### src/hdl/rmx_pkg.sv
/*
 * Package for the right output mixer control register bank: register indices,
 * field positions, reset values, settle timing and the carrier types.
 * Assumes a 100 MHz register clock and AXI4-Lite word access (byte address is
 * four times the register index).
 */
package rmx_pkg;

    // ==========================================================================
    // Register indices (byte address = index * 4)
    localparam logic [6:0] IDX_MAIN_LEVEL = 7'h41;
    localparam logic [6:0] IDX_RSVD_66 = 7'h42;
    localparam logic [6:0] IDX_LPGA_RCOM = 7'h43;
    localparam logic [6:0] IDX_LDAC_RCOM = 7'h44;
    localparam logic [6:0] IDX_RSVD_69 = 7'h45;
    localparam logic [6:0] IDX_RPGA_RCOM = 7'h46;
    localparam logic [6:0] IDX_RDAC_RCOM = 7'h47;
    localparam logic [6:0] IDX_COMMON_LEVEL = 7'h48;
    localparam logic [6:0] IDX_RSVD_RO_FIRST = 7'h49;
    localparam logic [6:0] IDX_RSVD_RO_LAST = 7'h4e;
    localparam logic [6:0] IDX_RSVD_79 = 7'h4f;
    localparam logic [6:0] IDX_RSVD_80 = 7'h50;
    localparam logic [6:0] IDX_LPGA_LLINE = 7'h51;

    // ==========================================================================
    // Field positions of the level control registers
    localparam int LVL_MSB = 7;
    localparam int LVL_LSB = 4;
    localparam int MUTE_BIT = 3;
    localparam int PDHIZ_BIT = 2;
    localparam int PEND_BIT = 1;
    localparam int PWR_BIT = 0;

    // ==========================================================================
    // Reset values
    localparam logic [3:0] LVL_RST = 4'h0;
    localparam logic [7:0] RSVD_RW_RST = 8'h00;
    localparam logic [7:0] RSVD_RO_VAL = 8'h00;
    localparam logic [7:0] RSVD_79_VAL = 8'h02;
    localparam logic [7:0] ROUTE_RST = 8'h00;

    // ==========================================================================
    // Gain settle timing
    localparam int CLK_PERIOD_NS = 10;
    localparam int SETTLE_TIME_NS = 1000;
    localparam int SETTLE_CYC = (SETTLE_TIME_NS + CLK_PERIOD_NS - 1) / CLK_PERIOD_NS;
    localparam int SETTLE_W = $clog2(SETTLE_CYC + 1);

    // ==========================================================================
    // Bus answers
    localparam logic [1:0] RESP_OKAY = 2'h0;
    localparam logic [1:0] RESP_SLVERR = 2'h2;

    // ==========================================================================
    // Routing registers, in output port order
    localparam int NUM_ROUTE = 5;
    localparam logic [6:0] ROUTE_IDX [NUM_ROUTE] = '{IDX_LPGA_RCOM, IDX_LDAC_RCOM,
        IDX_RPGA_RCOM, IDX_RDAC_RCOM, IDX_LPGA_LLINE};

    // ==========================================================================
    // Carrier types
    typedef struct packed {
        logic [3:0] level;
        logic unmute;
        logic pd_hiz;
        logic power_up;
    } rmx_hp_ctrl_s;

    typedef struct packed {
        logic en;
        logic [6:0] vol;
    } rmx_route_s;

    typedef enum logic [1:0] {
        RMX_CH_IDLE = 2'b01,
        RMX_CH_RESP = 2'b10
    } rmx_chan_e;

    localparam rmx_hp_ctrl_s HP_CTRL_RST = '{level: LVL_RST, unmute: 1'b0,
        pd_hiz: 1'b1, power_up: 1'b0};

endpackage : rmx_pkg

### src/hdl/rmx_regs.sv
/*
 * Right output mixer control register bank with an AXI4-Lite slave.
 * Assumes a single 100 MHz clock, synchronous active-high reset and a master
 * that keeps at most one read and one write outstanding.
 */
`timescale 1ns/1ps

module rmx_regs
    import rmx_pkg::*;
(
    input wire logic clk_i, // Register clock
    input wire logic reset_i, // Synchronous reset
    input wire logic s_axi_awvalid_i, // Write address valid
    output logic s_axi_awready_o, // Write address ready
    input wire logic [31:0] s_axi_awaddr_i, // Write byte address
    input wire logic s_axi_wvalid_i, // Write data valid
    output logic s_axi_wready_o, // Write data ready
    input wire logic [31:0] s_axi_wdata_i, // Write data
    input wire logic [3:0] s_axi_wstrb_i, // Byte strobes
    output logic s_axi_bvalid_o, // Write response valid
    input wire logic s_axi_bready_i, // Write response ready
    output logic [1:0] s_axi_bresp_o, // Write response code
    input wire logic s_axi_arvalid_i, // Read address valid
    output logic s_axi_arready_o, // Read address ready
    input wire logic [31:0] s_axi_araddr_i, // Read byte address
    output logic s_axi_rvalid_o, // Read data valid
    input wire logic s_axi_rready_i, // Read data ready
    output logic [31:0] s_axi_rdata_o, // Read data
    output logic [1:0] s_axi_rresp_o, // Read response code
    output rmx_hp_ctrl_s main_hp_o, // Right main headphone controls
    output rmx_hp_ctrl_s common_hp_o, // Right common headphone controls
    output rmx_route_s route_o [NUM_ROUTE], // Mixer routing and volumes
    output logic main_pend_o, // Main gain not yet applied
    output logic common_pend_o // Common gain not yet applied
);

    // ==========================================================================
    // Address decode helpers
    function automatic logic [6:0] addr_idx(input logic [31:0] a);
        return a[8:2];
    endfunction : addr_idx

    function automatic logic addr_mapped(input logic [31:0] a);
        return (a[31:9] == 23'h000000) && (a[1:0] == 2'h0) &&
            (a[8:2] >= IDX_MAIN_LEVEL) && (a[8:2] <= IDX_LPGA_LLINE);
    endfunction : addr_mapped

    function automatic logic idx_read_only(input logic [6:0] i);
        return (i >= IDX_RSVD_RO_FIRST) && (i <= IDX_RSVD_80);
    endfunction : idx_read_only

    localparam logic [SETTLE_W-1:0] SETTLE_CNT = SETTLE_W'(SETTLE_CYC);

    // ==========================================================================
    // State
    rmx_chan_e wr_st_ff;
    rmx_chan_e rd_st_ff;
    logic aw_held_ff;
    logic w_held_ff;
    logic [31:0] awaddr_ff;
    logic [7:0] wdata_ff;
    logic wstrb_ff;
    logic awready_ff;
    logic wready_ff;
    logic bvalid_ff;
    logic [1:0] bresp_ff;
    logic arready_ff;
    logic rvalid_ff;
    logic [31:0] rdata_ff;
    logic [1:0] rresp_ff;
    rmx_hp_ctrl_s main_hp_ff;
    rmx_hp_ctrl_s common_hp_ff;
    rmx_route_s route_ff [NUM_ROUTE];
    logic [7:0] rsvd66_ff;
    logic [7:0] rsvd69_ff;
    logic [1:0] pend_ff;
    logic [SETTLE_W-1:0] cnt_ff [2];

    logic nxt_aw_held;
    logic nxt_w_held;
    logic wr_go;
    logic [6:0] widx;
    logic wr_ok;
    logic wr_en;
    logic [1:0] trig;
    logic [7:0] rd_byte;
    logic rd_ok;

    // ==========================================================================
    // Write channel: address and data taken in either order
    always_comb begin
        nxt_aw_held = aw_held_ff | (s_axi_awvalid_i & awready_ff);
        nxt_w_held = w_held_ff | (s_axi_wvalid_i & wready_ff);
        wr_go = (wr_st_ff == RMX_CH_IDLE) && aw_held_ff && w_held_ff;
        widx = addr_idx(awaddr_ff);
        wr_ok = addr_mapped(awaddr_ff) && !idx_read_only(widx);
        wr_en = wr_go && wr_ok && wstrb_ff;
    end

    // Captured address and data
    always_ff @(posedge clk_i) begin
        if (reset_i) begin
            awaddr_ff <= 32'h00000000;
            wdata_ff <= 8'h00;
            wstrb_ff <= 1'b0;
        end else begin
            if (s_axi_awvalid_i && awready_ff) begin
                awaddr_ff <= s_axi_awaddr_i;
            end
            if (s_axi_wvalid_i && wready_ff) begin
                wdata_ff <= s_axi_wdata_i[7:0]; // Only the low lane carries data
                wstrb_ff <= s_axi_wstrb_i[0];
            end
        end
    end

    // Write handshake state; readies drop while a response is owed
    always_ff @(posedge clk_i) begin
        if (reset_i) begin
            wr_st_ff <= RMX_CH_IDLE;
            aw_held_ff <= 1'b0;
            w_held_ff <= 1'b0;
            awready_ff <= 1'b0;
            wready_ff <= 1'b0;
            bvalid_ff <= 1'b0;
            bresp_ff <= RESP_OKAY;
        end else begin
            case (wr_st_ff)
                RMX_CH_IDLE: begin
                    if (wr_go) begin
                        wr_st_ff <= RMX_CH_RESP;
                        aw_held_ff <= 1'b0;
                        w_held_ff <= 1'b0;
                        awready_ff <= 1'b0;
                        wready_ff <= 1'b0;
                        bvalid_ff <= 1'b1;
                        bresp_ff <= wr_ok ? RESP_OKAY : RESP_SLVERR;
                    end else begin
                        aw_held_ff <= nxt_aw_held;
                        w_held_ff <= nxt_w_held;
                        awready_ff <= !nxt_aw_held;
                        wready_ff <= !nxt_w_held;
                    end
                end
                RMX_CH_RESP: begin
                    if (s_axi_bready_i) begin
                        wr_st_ff <= RMX_CH_IDLE;
                        bvalid_ff <= 1'b0;
                        awready_ff <= 1'b1;
                        wready_ff <= 1'b1;
                    end
                end
                default: begin
                    wr_st_ff <= RMX_CH_IDLE;
                    bvalid_ff <= 1'b0;
                end
            endcase
        end
    end

    // ==========================================================================
    // Output level registers; reserved level codes are stored as written
    always_ff @(posedge clk_i) begin
        if (reset_i) begin
            main_hp_ff <= HP_CTRL_RST;
        end else if (wr_en && widx == IDX_MAIN_LEVEL) begin
            main_hp_ff.level <= wdata_ff[LVL_MSB:LVL_LSB];
            main_hp_ff.unmute <= wdata_ff[MUTE_BIT];
            main_hp_ff.pd_hiz <= wdata_ff[PDHIZ_BIT];
            main_hp_ff.power_up <= wdata_ff[PWR_BIT];
        end
    end

    always_ff @(posedge clk_i) begin
        if (reset_i) begin
            common_hp_ff <= HP_CTRL_RST;
        end else if (wr_en && widx == IDX_COMMON_LEVEL) begin
            common_hp_ff.level <= wdata_ff[LVL_MSB:LVL_LSB];
            common_hp_ff.unmute <= wdata_ff[MUTE_BIT];
            common_hp_ff.pd_hiz <= wdata_ff[PDHIZ_BIT];
            common_hp_ff.power_up <= wdata_ff[PWR_BIT];
        end
    end

    // Reserved words that still hold what was written
    always_ff @(posedge clk_i) begin
        if (reset_i) begin
            rsvd66_ff <= RSVD_RW_RST;
            rsvd69_ff <= RSVD_RW_RST;
        end else begin
            if (wr_en && widx == IDX_RSVD_66) begin
                rsvd66_ff <= wdata_ff;
            end
            if (wr_en && widx == IDX_RSVD_69) begin
                rsvd69_ff <= wdata_ff;
            end
        end
    end

    // ==========================================================================
    // Routing registers: enable in D7, volume code in D6-D0
    for (genvar g = 0; g < NUM_ROUTE; g++) begin : g_route
        always_ff @(posedge clk_i) begin
            if (reset_i) begin
                route_ff[g] <= rmx_route_s'(ROUTE_RST);
            end else if (wr_en && widx == ROUTE_IDX[g]) begin
                route_ff[g] <= rmx_route_s'(wdata_ff);
            end
        end
        assign route_o[g] = route_ff[g];

    end

    // ==========================================================================
    // Gain settle tracking; a new write restarts the wait, so set wins
    always_comb begin
        trig[0] = wr_en && (widx == IDX_MAIN_LEVEL);
        trig[1] = wr_en && ((widx == IDX_COMMON_LEVEL) || (widx == IDX_LPGA_RCOM) ||
            (widx == IDX_LDAC_RCOM) || (widx == IDX_RPGA_RCOM) || (widx == IDX_RDAC_RCOM));
    end

    for (genvar p = 0; p < 2; p++) begin : g_pend
        always_ff @(posedge clk_i) begin
            if (reset_i) begin
                pend_ff[p] <= 1'b1;
                cnt_ff[p] <= SETTLE_CNT;
            end else if (trig[p]) begin
                pend_ff[p] <= 1'b1;
                cnt_ff[p] <= SETTLE_CNT;
            end else if (cnt_ff[p] != '0) begin
                cnt_ff[p] <= cnt_ff[p] - 1'b1;
                pend_ff[p] <= (cnt_ff[p] != SETTLE_W'(1));
            end else begin
                pend_ff[p] <= 1'b0;
            end
        end
    end

    // ==========================================================================
    // Read channel: one read at a time, data registered
    always_comb begin
        rd_ok = addr_mapped(s_axi_araddr_i);
        case (addr_idx(s_axi_araddr_i))
            IDX_MAIN_LEVEL: rd_byte = {main_hp_ff.level, main_hp_ff.unmute,
                main_hp_ff.pd_hiz, pend_ff[0], main_hp_ff.power_up};
            IDX_COMMON_LEVEL: rd_byte = {common_hp_ff.level, common_hp_ff.unmute,
                common_hp_ff.pd_hiz, pend_ff[1], common_hp_ff.power_up};
            IDX_RSVD_66: rd_byte = rsvd66_ff;
            IDX_RSVD_69: rd_byte = rsvd69_ff;
            IDX_LPGA_RCOM: rd_byte = route_ff[0];
            IDX_LDAC_RCOM: rd_byte = route_ff[1];
            IDX_RPGA_RCOM: rd_byte = route_ff[2];
            IDX_RDAC_RCOM: rd_byte = route_ff[3];
            IDX_LPGA_LLINE: rd_byte = route_ff[4];
            IDX_RSVD_79: rd_byte = RSVD_79_VAL;
            default: rd_byte = RSVD_RO_VAL;
        endcase
        if (!rd_ok) begin
            rd_byte = 8'h00;
        end
    end

    always_ff @(posedge clk_i) begin
        if (reset_i) begin
            rd_st_ff <= RMX_CH_IDLE;
            arready_ff <= 1'b0;
            rvalid_ff <= 1'b0;
            rdata_ff <= 32'h00000000;
            rresp_ff <= RESP_OKAY;
        end else begin
            case (rd_st_ff)
                RMX_CH_IDLE: begin
                    if (s_axi_arvalid_i && arready_ff) begin
                        rd_st_ff <= RMX_CH_RESP;
                        arready_ff <= 1'b0;
                        rvalid_ff <= 1'b1;
                        rdata_ff <= {24'h000000, rd_byte};
                        rresp_ff <= rd_ok ? RESP_OKAY : RESP_SLVERR;
                    end else begin
                        arready_ff <= 1'b1;
                    end
                end
                RMX_CH_RESP: begin
                    if (s_axi_rready_i) begin
                        rd_st_ff <= RMX_CH_IDLE;
                        rvalid_ff <= 1'b0;
                        arready_ff <= 1'b1;
                    end
                end
                default: begin
                    rd_st_ff <= RMX_CH_IDLE;
                    rvalid_ff <= 1'b0;
                end
            endcase
        end
    end

    // ==========================================================================
    // Port drive, all from flip-flops
    assign s_axi_awready_o = awready_ff;
    assign s_axi_wready_o = wready_ff;
    assign s_axi_bvalid_o = bvalid_ff;
    assign s_axi_bresp_o = bresp_ff;
    assign s_axi_arready_o = arready_ff;
    assign s_axi_rvalid_o = rvalid_ff;
    assign s_axi_rdata_o = rdata_ff;
    assign s_axi_rresp_o = rresp_ff;
    assign main_hp_o = main_hp_ff;
    assign common_hp_o = common_hp_ff;
    assign main_pend_o = pend_ff[0];
    assign common_pend_o = pend_ff[1];

    localparam int CHK_SETTLE = SETTLE_CYC;
endmodule : rmx_regs

### config.mk
export PLATFORM = sky130hd
export DESIGN_NAME = rmx_regs
export DESIGN_NICKNAME = d
export VERILOG_FILES = /design/src/hdl/rmx_pkg.sv /design/src/hdl/rmx_regs.sv
export SDC_FILE = /design/constraint.sdc
export NUM_CORES = 1
export LEC_CHECK = 0
export BUFFER_PORTS_ARGS = -buffer_cell sky130_fd_sc_hd__buf_2
export CORE_MARGIN = 3
export CORE_UTILIZATION = 55
export DETAILED_ROUTE_END_ITERATION = 6
export GPL_TIMING_DRIVEN = 1
export PLACE_DENSITY = 0.83
export RECOVER_POWER = 25
export SLEW_MARGIN = 10
export SYNTH_ARGS = -nofsm -noshare
export SYNTH_HDL_FRONTEND = slang
export SYNTH_SLANG_ARGS = --single-unit
### constraint.sdc
create_clock -name clk_i -period 5 [get_ports clk_i]
set_input_delay 0.25 -clock clk_i [delete_from_list [all_inputs] [get_ports clk_i]]
set_output_delay 0.25 -clock clk_i [all_outputs]
set_load 0.05 [all_outputs]
# Word level (Yosys, flattened, before mapping)
# Memory sizes are Yosys's and may differ from the RTL's.
# Cells that the tools add are included.
# W data, S select, Z words.
[word_totals]
register_bits = 96
ram_bits = 54
out_inout_bits = 97
wordCells = 195
mem_count = 2
[mem_list]
columns = ["memory", "depth", "word_bits", "read_ports", "rd_ports_with_merged_regs", "wr", "line_no", "source"]
rows = [
  ["route_ff", 5, 8, 5, 0, 5, "rmx_regs.sv:73", "rmx_route_s route_ff [NUM_ROUTE];"],
  ["cnt_ff", 2, 7, 2, 0, 2, "rmx_regs.sv:77", "logic [SETTLE_W-1:0] cnt_ff [2];"],
]
[op_classes]
add_sub_neg = 2
magnitude_cmp = 6
n_eq_ne = 29
mux = 68
bitwise = 13
reduce_logical = 48
[ops]
columns = ["cell", "n"]
rows = [
  ["$eq A7 B7 Y1 const B", 19],
  ["$pmux W8 S10", 1],
  ["$mux W8", 6],
  ["$logic_not A23 Y1", 2],
  ["$mux W1", 44],
  ["$mux W7", 4],
  ["$logic_and A1 B1 Y1", 25],
  ["$ge A7 B7 Y1 const B", 3],
  ["$le A7 B7 Y1 const B", 3],
  ["$ne A7 B1 Y1 const B", 2],
  ["$reduce_bool A7 Y1", 2],
  ["$sub A7 B1 Y7 const B", 2],
  ["$mux W2", 6],
  ["$reduce_and A2 Y1", 6],
  ["$or A1 B1 Y1", 11],
  ["$pmux W1 S2", 5],
  ["$ne A2 B2 Y1 const B", 4],
  ["$pmux W2 S2", 2],
  ["$eq A2 B1 Y1 const B", 2],
  ["$eq A2 B2 Y1 const B", 2],
  ["$logic_not A2 Y1", 2],
  ["$logic_or A1 B1 Y1", 4],
  ["$reduce_bool A2 Y1", 2],
  ["$reduce_or A2 Y1", 2],
  ["other kinds (2)", 5],
]

# Depth between registers and ports, before layout
[logic_depth]
word_depth = 13
mapped_depth = 8
depth_no_buf = 6

# Worst setup path before layout
# OpenSTA, ideal clock, no wires.
[synth_timing]
path_kind = "register to register"
from = "register wr_st_ff[1]"
to = "memory cnt_ff[0][0] (netlist bit), enable pin"
setup_time_ns = 0.331
t_arrival_ns = 2.375
required_time_ns = 4.669
setup_slack_ns = 2.294
path_stages_with_launch = 8
n_path_buf = 2
synth_period_minus_slack_ns = 2.706
cell_sequence = "dfxtp_1 -> and4b_1 -> nand3_1 -> or4_1 -> buf_4 -> and2_0 -> buf_2 -> nand3_1"
[synth_rtl]
columns = ["element", "line_no", "source"]
rows = [
  ["start: declaration", "rmx_regs.sv:56", "rmx_chan_e wr_st_ff;"],
  ["start signal: assignment", "rmx_regs.sv:120", "wr_st_ff <= RMX_CH_IDLE;"],
  ["start signal: assignment", "rmx_regs.sv:131", "wr_st_ff <= RMX_CH_RESP;"],
  ["start signal: assignment", "rmx_regs.sv:147", "wr_st_ff <= RMX_CH_IDLE;"],
  ["end: declaration", "rmx_regs.sv:77", ""],
]

==> metrics.md <==
| Metric | Value |
|---|---|
| Sw Share | `0.261` |
| R2r startpoint | `awaddr_ff[14]$_SDFFE_PP0P_` |
| DP HPWL | `12.2 mm` |
| Combinational power share | `0.109` |
| DP Area | `0.00742 mm^2` |
| Slew Limit Fails | `0` |
| Mux cell area share after synthesis | `0.0730` |
| Ports | `204` |
| Asr flop ratio synth | `0` |
| Synth Area in Adders | `0.00931` |
| Final Setup Violations | `0` |
| Via count | `5835` |
| Mapped Cells | `720` |
| Post-route cell area | `0.00794 mm^2` |
| Lkg Pwr | `3.00 nW` |
| Avg Cell Area, Syn | `9.33 um^2` |
| Max Cap Viol | `0` |
| Max frequency | `317 MHz` |
| WL/cell | `17.1 um` |
| Fillers | `943` |
| Fin nets | `966` |
| FF/Latch Area | `0.00346 mm^2` |
| Reg power frac | `0.457` |
| Critical path class | `flop to flop` |
| I/O Buffers | `150` |
| Layout area overhead | `18.3%` |
| Cells on worst reg2reg path | `5` |
| Cell-internal power | `0.00215 W` |
| Switch Pwr | `0.000759 W` |
| WP data required | `5.08 ns` |
| Clk root buf | `clkbuf_16` |
| Crit path max fanout | `9` |
| DIE WIDTH | `117 um` |
| Final Non-Filler Cells | `1010` |
| Hold endpoint | `awaddr_ff[23]$_SDFFE_PP0P_` |
| Hold Crit Depth | `3` |
| Worst path buffer plus inverter count | `0` |
| TritonCTS clock tree | `built` |
| Post-synth EDFFs | `54` |
| Mapped cell area | `0.00672 mm^2` |
| Post-synthesis xor/xnor area fraction | `0.00913` |
| Routability cong. | `0.931` |
| Placed Cells | `978` |
| Clk pwr share | `0.435` |
| Arrival @ worst endpoint | `3.24 ns` |
| Compound-Gate Fraction of Synth Area | `0.0980` |
| Final Skew | `0.00730 ns` |
| Detail Route Antenna Nets | `0` |
| Largest family of logic cells by synthesized area | `simple AND/OR/NAND/NOR gates` |
| Clk sink count | `146` |
| Relative slew slack | `0.315` |
| Post-CTS setup buffer count | `0` |
| Hold crit path type | `primary input to flop` |
| Leading cell type in the layout, fill and taps excluded | `nand2_1` |
| TritonRoute pass-1 iters | `6` |
| Most used flip-flop cell after synthesis | `dfxtp_1` |
| Initial core utilization | `0.576` |
| Measured slew at the worst slew-check pin | `1.03 ns` |
| GR Overflow Total | `0` |
| Residual DRC count | `0` |
| Largest net degree at the start of global routing | `75` |
| Insertion delay to the later sink of the worst-skew pair | `0.42 ns` |
| CTS resizes | `0` |
| Cell Pwr Density | `366 mW/mm^2` |
| Initial DRC count | `560` |
| Layout cells sized above 1 | `0.171` |
| Maximum VDD drop | `0.251 mV` |
| RSZ-0062 raised after global routing | `no` |
| Core ar. | `0.0117 mm^2` |
| Reg-to-reg endpoint | `cnt_ff[0][4]$_SDFFCE_PN0P_` |
| Sequential share of the synthesized area | `0.516` |
| Total track usage | `0.253` |
| CP max stage delay | `0.87 ns` |
| Inserted Clock Buffers | `17` |
| Most frequent cells in the layout | `129 x nand2_1, 106 x nor2_1, 97 x buf_2, 92 x dfxtp_1` |
| First-pass GRT wire length | `26.4 mm` |
| Wirelength, routed | `17.3 mm` |
| Slowest CP cell | `or4_1` |
| Worst path depth | `5` |
| Die area | `0.0136 mm^2` |
| Yosys cell types | `58` |
| Clock transition at path regs | `0.06 ns` |
| # diodes | `0` |
| R2R setup slack | `1.84 ns` |
| Initial antenna violation count | `0` |
| Worst path cell trace | `nor4_1, nand4_1, or4_1, and2_0, nand3_1` |
| Beginning of the worst hold path | `s_axi_awaddr_i[23]` |
| Setup TNS Final | `0 ns` |
| Delay-heaviest family, CP | `simple AND/OR/NAND/NOR gates` |
| CTS max path bufs | `2` |
| Ys Warns | `0` |
| Hold-fix buffers, CTS | `0` |
| FF+latch count, synth | `146` |
| Vias in the first global route | `5381` |
| Simple-gate area share of the yosys netlist | `0.238` |
| Outcome | `complete, no violations` |
| Setup crit start kind | `flop` |
| Final min period | `3.16 ns` |
| Crit share post-route | `0.632` |
| Die Ht | `117 um` |
| Area occupied by multi-input gates | `0.00297 mm^2` |
| Final hold violations | `0` |
| CP endpoint kind | `flop` |
| CTS H-tree lvls | `4` |
| Row Count | `39` |
| Via/cell ratio | `5.78` |
==> synth_stat cells (7+ instances only) <==
| cell | instances | share of area |
|---|---|---|
| nor4_1 | 13 | 0.012 |
| nand3_1 | 15 | 0.011 |
| nor3_1 | 12 | 0.0089 |
| nand2_1 | 129 | 0.072 |
| o21ai_0 | 16 | 0.012 |
| edfxtp_1 | 54 | 0.24 |
| a22oi_1 | 8 | 0.0089 |
| nand4_1 | 7 | 0.0065 |
| clkbuf_1 | 30 | 0.017 |
| buf_4 | 28 | 0.031 |
| mux2i_1 | 40 | 0.060 |
| dfxtp_1 | 92 | 0.27 |
| a21oi_1 | 47 | 0.035 |
| inv_1 | 11 | 0.0061 |
| nor2_1 | 106 | 0.059 |
==> through the flow <==
step	hold slack (ns)	setup WS [ns]	total power [W]	util
global placement	0.433	1.93	0.00166	0.636
CTS	0.0600	1.86	0.00291	0.687
finish	0.0624	1.84	0.00291	0.681
global route	0.0658	1.61	0.00299	0.681
floorplan	0.386	2.29	0.00159	-
detailed placement	0.445	1.88	0.00166	0.636
==> power groups by stage <==
stage / registers, W / logic (W) / clock network (W)
2_1_floorplan: 0.00139 / 0.000202 / 0
3_3_place_gp: 0.00135 / 0.000312 / 0
3_5_place_dp: 0.00135 / 0.000315 / 0
4_1_cts: 0.00133 / 0.000318 / 0.00127
5_1_grt: 0.00133 / 0.000345 / 0.00132
6_report: 0.00133 / 0.000316 / 0.00126
==> routing by layer <==
layer | wire (um) | part of all wire | track usage | up-vias
met1 | 7120 | 0.41 | 0.338 | 2719
met2 | 8040 | 0.46 | 0.394 | 319
li1 | - | - | - | 2755
met4 | 462 | 0.027 | 0.0982 | 0
met3 | 1680 | 0.097 | 0.0689 | 42
met5 | 0 | 0 | 0 | -
==> flip-flops by register name (all words and copies together) (netlist names), 2 cells and up <==
signal	count
route_ff	40
awaddr_ff	32
cnt_ff	14
rsvd66_ff	8
rsvd69_ff	8
s_axi_rdata_o	8
wdata_ff	8
common_hp_o	7
main_hp_o	7
rd_st_ff	2
wr_st_ff	2
==> worst register-to-register path, cell delays in order, from the launching register on <==
cell     delay, ns
dfxtp_1       0.31
nor4_1        0.47
nand4_1       0.49
or4_1         0.87
and2_0        0.37
nand3_1       0.31
==> kinds of logic (layout without fill, tap and decap cells) <==
group           count (synthesis)  count (layout)
compound gates                105             105
xor+xnor                        7               7
fa+ha+maj                       5               5
buf+inv                        73             195
flops                         146             146
mux                            46              46
other cells                     1              26
simple gates                  337             337
==> how the worst max path moves through the flow <==
stage	from	end	slack, ns
after floorplan	wr_st_ff[1]$_SDFFE_PP0P_	cnt_ff[0][0]$_SDFFCE_PN0P_	2.29
final	awaddr_ff[14]$_SDFFE_PP0P_	cnt_ff[0][4]$_SDFFCE_PN0P_	1.84
after CTS	awaddr_ff[14]$_SDFFE_PP0P_	cnt_ff[0][2]$_SDFFCE_PN1P_	1.86
after detailed placement	awaddr_ff[14]$_SDFFE_PP0P_	cnt_ff[0][2]$_SDFFCE_PN1P_	1.88
after global routing	awaddr_ff[23]$_SDFFE_PP0P_	cnt_ff[0][4]$_SDFFCE_PN0P_	1.61
after global placement	awaddr_ff[14]$_SDFFE_PP0P_	cnt_ff[0][2]$_SDFFCE_PN1P_	1.93
==> final cells by class <==
type	instances	share of cell area
Clock buffer	20	0.0589
Clock inverter	12	0.0159
Inverter	11	0.00520
Multi-Input combinational cell	526	0.373
Sequential cell	146	0.436
Tap cell	143	0.0225
Timing Repair Buffer	152	0.0880
Note: power is estimated with default switching activity, not from simulation.
